`config.mk`:
```
export PLATFORM = sky130hd
export DESIGN_NAME = aims_select
export DESIGN_NICKNAME = d
export VERILOG_FILES = /design/src/core/aims_pkg.sv /design/src/core/aims_trio_decode.sv /design/src/core/aims_zero_decode.sv /design/src/core/aims_select.sv
export SDC_FILE = /design/constraint.sdc
export NUM_CORES = 1
export LEC_CHECK = 0
export BUFFER_PORTS_ARGS = -buffer_cell sky130_fd_sc_hd__buf_4
export CORE_UTILIZATION = 50
export DETAILED_ROUTE_END_ITERATION = 16
export PLACE_DENSITY = 0.78
export RECOVER_POWER = 25
export SLEW_MARGIN = 20
export SYNTH_ARGS = -nofsm -noshare
export SYNTH_HDL_FRONTEND = slang
export SYNTH_HIERARCHICAL = 1
export SYNTH_SLANG_ARGS = --single-unit
```
`constraint.sdc`:
```
create_clock -name i_sys_clk -period 2.35 [get_ports i_sys_clk]
set_clock_uncertainty 0.05 [all_clocks]
set_input_delay 0.235 -clock i_sys_clk [delete_from_list [all_inputs] [get_ports i_sys_clk]]
set_output_delay 0.235 -clock i_sys_clk [all_outputs]
set_load 0.02 [all_outputs]
```
`src/core/aims_pkg.sv`:
```
// Constants for the analog input multiplexer select block.
// Assumes a classic Wishbone slave with 32-bit data, word aligned.
package aims_pkg;
    // Register byte addresses
    localparam logic [3:0] AIMS_TRIO_ADDR = 4'h0;
    localparam logic [3:0] AIMS_ZERO_ADDR = 4'h4;
    localparam logic [3:0] AIMS_MODE_ADDR = 4'h8;
    localparam logic [3:0] AIMS_ROUTE_ADDR = 4'hc;
    // Trio select field positions
    localparam int AIMS_TRIO_POS_A = 0;
    localparam int AIMS_TRIO_NEG_A_LO = 1;
    localparam int AIMS_TRIO_POS_B = 8;
    localparam int AIMS_TRIO_NEG_B_LO = 9;
    // Channel zero select field positions
    localparam int AIMS_ZERO_POS_A_LO = 0;
    localparam int AIMS_ZERO_NEG_A = 7;
    localparam int AIMS_ZERO_POS_B_LO = 8;
    localparam int AIMS_ZERO_NEG_B = 15;
    // Writable masks
    localparam logic [15:0] AIMS_TRIO_MASK = 16'h0707;
    localparam logic [15:0] AIMS_ZERO_MASK = 16'h9f9f;
    // Reset values
    localparam logic [15:0] AIMS_TRIO_RST = 16'h0000;
    localparam logic [15:0] AIMS_ZERO_RST = 16'h0000;
    localparam logic AIMS_MODE_RST = 1'b0;
    // Highest legal channel zero positive input number, both variants
    localparam logic [4:0] AIMS_ZERO_MAX = 5'h0c;
    // Input number meaning the negative reference
    localparam logic [3:0] AIMS_VREF_SEL = 4'hf;
    // Mux selection encodings
    typedef enum logic [1:0] {
        AIMS_ROUTE_INPUT,
        AIMS_ROUTE_VREF,
        AIMS_ROUTE_RESERVED
    } aims_route_kind_t;
endpackage

```
`src/core/aims_trio_decode.sv`:
```
// Decodes trio negative and positive select codes into analog inputs.
// Assumes the caller supplies the mode and variant as steady levels.
`timescale 1ns/1ps
`default_nettype none
module aims_trio_decode (
    input wire logic [1:0] i_neg_sel,
    input wire logic i_pos_sel,
    input wire logic i_twelve_bit_mode,
    input wire logic i_large_pkg,
    output logic [11:0] o_pos_inputs,
    output logic [11:0] o_neg_inputs,
    output logic o_reserved
);
    function automatic logic [11:0] pack3(input logic [3:0] base);
        pack3 = {base + 4'h2, base + 4'h1, base};
    endfunction

    always_comb begin
        o_reserved = 1'b0;
        o_pos_inputs = '0;
        o_neg_inputs = {3{aims_pkg::AIMS_VREF_SEL}};
        if (i_twelve_bit_mode) begin
            o_reserved = 1'b1; // [RL9]
        end else begin
            o_pos_inputs = i_pos_sel ? pack3(4'h3) : pack3(4'h0); // [RL6] [RL7]
            unique case (i_neg_sel)
                2'b11: o_neg_inputs = pack3(4'h9); // [RL2]
                2'b10: begin
                    if (i_large_pkg) begin
                        o_neg_inputs = pack3(4'h6); // [RL3]
                    end else begin
                        o_reserved = 1'b1; // [RL3]
                    end
                end
                2'b01, 2'b00: o_neg_inputs = {3{aims_pkg::AIMS_VREF_SEL}}; // [RL4]
            endcase
        end
    end
endmodule
`default_nettype wire

```
`src/core/aims_zero_decode.sv`:
```
// Decodes channel zero positive and negative selects.
// Assumes the caller supplies the variant as a steady level.
`timescale 1ns/1ps
`default_nettype none
module aims_zero_decode (
    input wire logic [4:0] i_pos_sel,
    input wire logic i_neg_sel,
    input wire logic i_large_pkg,
    output logic [3:0] o_pos_input,
    output logic [3:0] o_neg_input,
    output logic o_reserved
);
    always_comb begin
        o_pos_input = i_pos_sel[3:0]; // [RL10]
        o_reserved = 1'b0;
        if (i_pos_sel > aims_pkg::AIMS_ZERO_MAX) begin
            o_reserved = 1'b1;
        end else if (!i_large_pkg && i_pos_sel >= 5'h06
                     && i_pos_sel <= 5'h08) begin
            o_reserved = 1'b1;
        end
        o_neg_input = i_neg_sel ? 4'h1 : aims_pkg::AIMS_VREF_SEL; // [RL11]
    end
endmodule
`default_nettype wire

```
`src/core/aims_select.sv`:
```
// Register file and routing for the converter input multiplexers.
// Assumes a classic Wishbone master on i_sys_clk; one clock domain.
//
// Implementation choices: the address map and the Wishbone slave port.
`timescale 1ns/1ps
`default_nettype none
// Functional notes
// [RL1] Trio negative select A at bits 2:1
// [RL2] Ten-bit neg code 11 routes inputs 9-11
// [RL3] Neg code 10 routes 6-8, large only
// [RL4] Neg codes 01, 00 route negative reference
// [RL5] Trio positive select A at bit 0
// [RL6] Positive select 1 routes inputs 3-5
// [RL7] Positive select 0 routes inputs 0-2
// [RL8] Trio bits 7:3 read zero, ignore writes
// [RL9] Twelve-bit mode makes trio codes reserved
// [RL10] Zero positive code equals input number
// [RL11] Zero negative bit: input 1 or reference
// [RL12] Slot picks A or B fields; reset zero
module aims_select #(
    parameter bit LARGE_PKG = 1'b1
) (
    input wire logic i_sys_clk,
    input wire logic i_sys_rst,
    input wire logic i_clk_en,
    input wire logic i_wb_cyc,
    input wire logic i_wb_stb,
    input wire logic i_wb_we,
    input wire logic [3:0] i_wb_adr,
    input wire logic [3:0] i_wb_sel,
    input wire logic [31:0] i_wb_dat,
    output logic [31:0] o_wb_dat,
    output logic o_wb_ack,
    output logic o_wb_err,
    input wire logic i_sample_b,
    output logic [11:0] o_trio_pos_inputs,
    output logic [11:0] o_trio_neg_inputs,
    output logic [3:0] o_zero_pos_input,
    output logic [3:0] o_zero_neg_input,
    output logic o_route_reserved
);
    typedef struct packed {
        logic [15:0] trio;
        logic [15:0] zero;
        logic twelve_bit_mode;
        logic ack;
        logic err;
        logic [31:0] rdat;
        logic [11:0] tpos;
        logic [11:0] tneg;
        logic [3:0] zpos;
        logic [3:0] zneg;
        logic resv;
    } aims_state_t;

    aims_state_t st_reg;
    aims_state_t st_next;

    logic [1:0] trio_neg;
    logic trio_pos;
    logic [4:0] zero_pos;
    logic zero_neg;
    logic [11:0] dec_tpos;
    logic [11:0] dec_tneg;
    logic dec_tres;
    logic [3:0] dec_zpos;
    logic [3:0] dec_zneg;
    logic dec_zres;
    logic req;

    function automatic logic [15:0] merge16(input logic [15:0] old,
                                            input logic [31:0] wd,
                                            input logic [3:0] sel,
                                            input logic [15:0] mask);
        logic [15:0] m;
        m = {{8{sel[1]}}, {8{sel[0]}}} & mask;
        merge16 = (old & ~m) | (wd[15:0] & m);
    endfunction

    // Choose the active slot's fields
    always_comb begin
        if (i_sample_b) begin
            trio_neg = st_reg.trio[aims_pkg::AIMS_TRIO_NEG_B_LO +: 2];
            trio_pos = st_reg.trio[aims_pkg::AIMS_TRIO_POS_B];
            zero_pos = st_reg.zero[aims_pkg::AIMS_ZERO_POS_B_LO +: 5];
            zero_neg = st_reg.zero[aims_pkg::AIMS_ZERO_NEG_B];
        end else begin
            trio_neg = st_reg.trio[aims_pkg::AIMS_TRIO_NEG_A_LO +: 2]; // [RL1]
            trio_pos = st_reg.trio[aims_pkg::AIMS_TRIO_POS_A]; // [RL5]
            zero_pos = st_reg.zero[aims_pkg::AIMS_ZERO_POS_A_LO +: 5];
            zero_neg = st_reg.zero[aims_pkg::AIMS_ZERO_NEG_A];
        end // [RL12]
    end

    aims_trio_decode u_trio (
        .i_neg_sel(trio_neg),
        .i_pos_sel(trio_pos),
        .i_twelve_bit_mode(st_reg.twelve_bit_mode),
        .i_large_pkg(LARGE_PKG),
        .o_pos_inputs(dec_tpos),
        .o_neg_inputs(dec_tneg),
        .o_reserved(dec_tres)
    );

    aims_zero_decode u_zero (
        .i_pos_sel(zero_pos),
        .i_neg_sel(zero_neg),
        .i_large_pkg(LARGE_PKG),
        .o_pos_input(dec_zpos),
        .o_neg_input(dec_zneg),
        .o_reserved(dec_zres)
    );

    assign req = i_wb_cyc && i_wb_stb && !st_reg.ack && !st_reg.err;

    always_comb begin
        st_next = st_reg;
        st_next.ack = 1'b0;
        st_next.err = 1'b0;
        st_next.tpos = dec_tpos;
        st_next.tneg = dec_tneg;
        st_next.zpos = dec_zpos;
        st_next.zneg = dec_zneg;
        st_next.resv = dec_tres || dec_zres;
        if (req) begin
            st_next.ack = 1'b1;
            st_next.rdat = '0;
            unique case (i_wb_adr)
                aims_pkg::AIMS_TRIO_ADDR: begin
                    if (i_wb_we) begin
                        st_next.trio = merge16(st_reg.trio, i_wb_dat,
                            i_wb_sel, aims_pkg::AIMS_TRIO_MASK); // [RL8]
                    end
                    st_next.rdat[15:0] = st_reg.trio & aims_pkg::AIMS_TRIO_MASK; // [RL8]
                end
                aims_pkg::AIMS_ZERO_ADDR: begin
                    if (i_wb_we) begin
                        st_next.zero = merge16(st_reg.zero, i_wb_dat,
                            i_wb_sel, aims_pkg::AIMS_ZERO_MASK);
                    end
                    st_next.rdat[15:0] = st_reg.zero & aims_pkg::AIMS_ZERO_MASK;
                end
                aims_pkg::AIMS_MODE_ADDR: begin
                    if (i_wb_we && i_wb_sel[0]) begin
                        st_next.twelve_bit_mode = i_wb_dat[0];
                    end
                    st_next.rdat[0] = st_reg.twelve_bit_mode;
                end
                aims_pkg::AIMS_ROUTE_ADDR: begin
                    st_next.rdat[3:0] = st_reg.zpos;
                    st_next.rdat[7:4] = st_reg.zneg;
                    st_next.rdat[8] = st_reg.resv;
                end
                default: begin
                    st_next.ack = 1'b0;
                    st_next.err = 1'b1;
                end
            endcase
        end
    end

    always_ff @(posedge i_sys_clk or posedge i_sys_rst) begin
        if (i_sys_rst) begin
            st_reg <= '0;
            st_reg.trio <= aims_pkg::AIMS_TRIO_RST; // [RL12]
            st_reg.zero <= aims_pkg::AIMS_ZERO_RST;
            st_reg.twelve_bit_mode <= aims_pkg::AIMS_MODE_RST;
            st_reg.tneg <= {3{aims_pkg::AIMS_VREF_SEL}};
            st_reg.zneg <= aims_pkg::AIMS_VREF_SEL;
        end else if (i_clk_en) begin
            st_reg <= st_next;
        end
    end

    assign o_wb_dat = st_reg.rdat;
    assign o_wb_ack = st_reg.ack;
    assign o_wb_err = st_reg.err;
    assign o_trio_pos_inputs = st_reg.tpos;
    assign o_trio_neg_inputs = st_reg.tneg;
    assign o_zero_pos_input = st_reg.zpos;
    assign o_zero_neg_input = st_reg.zneg;
    assign o_route_reserved = st_reg.resv;
endmodule
`default_nettype wire

```
==> flow_results.org <==
** Worst setup path
- Critical path buffer and inverter count :: 0
- Grouping stages by cell kind, the critical path spends the most delay in flip-flops.
- Setup slack on the worst reg-to-reg path comes out at 0.75 ns.
- The worst register-to-register path has a depth of 6.
- In this run the worst setup path terminates at o_route_reserved.
- The endpoint identified for the worst register-to-register timing path is o_route_reserved.
- Arrival time of data at the critical path endpoint :: 1.73 ns
- Kind of critical path :: flop to flop
- Traced cell by cell, the critical path runs through mux2_2 -> or2_0 -> a31oi_1 -> o21ai_1 -> nor2_1 -> a21oi_1.
- Of all nets on the critical path, the largest fanout is 3.
- In this design, the stage delay of the slowest critical-path cell is 0.40 ns.
- Crit path launch type :: flop
- The largest individual stage delay along the critical path comes from the cell sky130_fd_sc_hd__dfrtp_1.
- Data required time at the worst endpoint :: 2.48 ns
- Crit path depth :: 6
- The worst setup path is captured at a flop.

** Global routing
- Antenna violations before repair :: 0
- Global-route wire length before repair :: 10,400 um
- Global routing used 18.0% of the available tracks.
- The number of global-route vias before repair came to 2,107.
- Summed over all layers, the global routing overflow is 0.
- Entering global routing, the biggest net connects 45 pins.

** Synth
- The Yosys step of the flow raised 6 warnings.
- Sequential elements use 45.4% of the synthesized area.
- EDFF count, synth :: 0
- Each instance of the synthesized netlist takes up on average 12.0 sq um.
- Post-Synthesis Cell Area :: 3790 sq um
- Synthesized netlist cell count :: 317
- Proportion of synthesized flip-flops having asynchronous set or reset :: 100%
- The netlist uses 40 different library cells.
- For this run, the leading register cell type out of synthesis is sky130_fd_sc_hd__dfrtp_1.
- Yosys reg bits :: 68

** Layout
- Cells with a size suffix above 1 make up 52.3% of the layout.
- Cells fill 55.5% of the core in the end.
- The final layout contains 375 nets.
- Diode insertion count for antenna repair :: 0
- Relative to the synthesized area, the layout overhead comes to 6.63%.
- In the final layout, the multi-input gates occupy 1390 sq um.
- In the final layout, flip-flops and latches occupy 1720 sq um.
- Filler cell count :: 647

** Routing
- Number of vias per cell after detailed routing :: 4.96
- Antenna Nets Post-Route :: 0
- Iteration count of the initial detailed-routing pass :: 4
- For this block, the via count after detailed routing is 2,141.
- Summed over all layers, the routed wires come to 6500 um.
- Total DRC errors in the routed layout :: 0
- After the first detailed-routing iteration, the DRC count stood at 87.
- Post-detailed-route wirelength per cell :: 15.0 um

** STA
- Setup violations remaining at the end of the flow were counted as 0.
- Count of endpoints failing hold in the final timing report :: 0
- Least-Margin Pin Slew :: 0.939 ns
- The max-slew violation total from the final report was 0.
- Dividing the final minimum period by the clock period gives 68.1%.
- Static timing analysis puts the maximum clock frequency at 0.625 GHz.
- Max transition margin :: 37.3%
- For the finished layout, the period the worst path requires is 1.60 ns.
- Setup repair after global routing left no endpoint under its margin.
- Sum of negative setup slack :: 0 ns

** Placed design
- Detailed placement ended at an HPWL of 4680 um.
- The count of buffers added on input and output ports is 73.
- Weighted congestion at the end of routability-driven global placement :: 0.810

** Clock tree
- Clock tree root buffer cell :: sky130_fd_sc_hd__clkbuf_8
- Number of CTS-inserted buffers :: 9
- Sink Count :: 68
- In this run, post-CTS repair resized a total of 0 instances.
- CTS tree :: yes
- Clk pin slew, worst setup/hold paths :: 0.08 ns
- Clk Latency, worst-skew pair :: 0.34 ns
- No sink is reached through more buffers than the 2 on the longest clock path.
- The H-tree was split into 3 levels.
- Post-CTS Setup Repair Bufs :: 0

** Power
- In this run the power density over the cells is 670 nW/um^2.
- IR analysis of the VDD net gives a maximum drop of 0.431 mV.
- For this design the static power due to leakage is 1.90 nW.

** Die
- Starting density of the core :: 52.0%
- The core region is 7290 sq um.
- The initialized floorplan defines 31 standard-cell rows.
- The floorplan step defined a die boundary enclosing 7940 sq um.
- I/O pin count :: 114
- Height of the die :: 89.1 um
- The floorplan step set the die width to 89.1 um.

** Job
- Max Cap Viol :: 0

** Worst hold path
- The tightest min-delay check is of the input pin to flop type.
- Hold Path Origin :: i_wb_dat[3]

** Outcome
- The run finished with clean final reports.
## repair_timing
| action | in CTS | in global routing |
|---|---|---|
| hold endpoints to repair | 12 | 0 |
| setup endpoints to repair | 0 | 0 |
| hold buffers | 1 | 0 |
## cell type report
| class | count | share of cell area (%) |
|---|---|---|
| inverters | 5 | 0.464 |
| clock inverters | 6 | 2.13 |
| clock buffers | 10 | 3.40 |
| multi-input cells | 168 | 34.3 |
| flip-flops and latches | 68 | 42.6 |
| repair buffers | 76 | 14.0 |
| well taps | 99 | 3.06 |
## through the flow
step / worst slack [ns] / cell area [sq um] / total power [mW] / hold slack [ns] / instances
2_1_floorplan: 0.380 / 3890 / 1.62 / 0.293 / 342
3_3_place_gp: 0.752 / 3840 / 1.65 / 0.258 / 415
3_5_place_dp: 0.705 / 3840 / 1.66 / 0.261 / 415
4_1_cts: 0.793 / 4070 / 2.74 / 0.0542 / 432
5_1_grt: 0.644 / 4050 / 2.84 / 0.0315 / 432
6_report: 0.750 / 4050 / 2.71 / 0.0619 / 432
## cell usage in the layout (no fill, tap or decap), types with 2 or more instances in the layout
master,count
sky130_fd_sc_hd__buf_4,68
sky130_fd_sc_hd__mux2_2,61
sky130_fd_sc_hd__dfrtp_1,52
sky130_fd_sc_hd__conb_1,30
sky130_fd_sc_hd__o21ai_0,17
sky130_fd_sc_hd__dfstp_2,13
sky130_fd_sc_hd__clkbuf_8,10
sky130_fd_sc_hd__inv_1,5
sky130_fd_sc_hd__nor2_1,5
sky130_fd_sc_hd__nand2_1,5
sky130_fd_sc_hd__mux2i_1,5
sky130_fd_sc_hd__o31ai_1,5
sky130_fd_sc_hd__clkbuf_1,4
sky130_fd_sc_hd__nand3_1,3
sky130_fd_sc_hd__a22o_1,3
sky130_fd_sc_hd__nor2b_1,3
sky130_fd_sc_hd__and4bb_2,3
sky130_fd_sc_hd__dfstp_1,3
sky130_fd_sc_hd__nor4_2,2
sky130_fd_sc_hd__o21ai_1,2
sky130_fd_sc_hd__a22oi_1,2
sky130_fd_sc_hd__nand4_4,2
sky130_fd_sc_hd__mux2_1,2
sky130_fd_sc_hd__a21oi_1,2
sky130_fd_sc_hd__bufinv_16,2
sky130_fd_sc_hd__clkinv_2,2
## synthesized netlist by cell type (5+ instances only)
library cell	count	area (sq um)
sky130_fd_sc_hd__mux2_2	61	687
sky130_fd_sc_hd__o31ai_1	5	37.5
sky130_fd_sc_hd__o21ai_0	17	85.1
sky130_fd_sc_hd__nand2_1	5	18.8
sky130_fd_sc_hd__nor2_1	5	18.8
sky130_fd_sc_hd__buf_4	92	691
sky130_fd_sc_hd__inv_1	5	18.8
sky130_fd_sc_hd__dfstp_2	16	420
sky130_fd_sc_hd__conb_1	5	18.8
sky130_fd_sc_hd__mux2i_1	5	50.1
sky130_fd_sc_hd__dfrtp_1	52	1300
## cell families after synthesis
family,share of synthesized area [%]
muxes,20.6
other,0.495
DFF,45.4
and+or+nand+nor,7.19
buffers and inverters,20.3
AOI/OAI and AO/OA,6.04
## report_power, final
group,switching [mW],internal [mW]
registers,0.0365,1.23
clock network,0.455,0.626
logic,0.208,0.153
## per-layer routing
metal | wire length (um) | track usage (%) | vias to the layer above
met2 | 3220 | 29.6 | 78
met3 | 409 | 7.76 | 7
li1 | - | - | 1001
met4 | 75 | 5.34 | 0
met1 | 2790 | 21.5 | 1055
met5 | 0 | 0 | -
## worst min-delay path by stage
stage | end | slack [ns] | cells after the start
after global routing | flop | 0.03 | 2
after CTS | flop | 0.05 | 2
after floorplan | o_wb_ack | 0.29 | 1
after detailed placement | o_trio_pos_inputs[2] | 0.26 | 2
final | flop | 0.06 | 2
after global placement | o_trio_pos_inputs[4] | 0.26 | 2
Note: power is estimated with default switching activity, not from simulation.
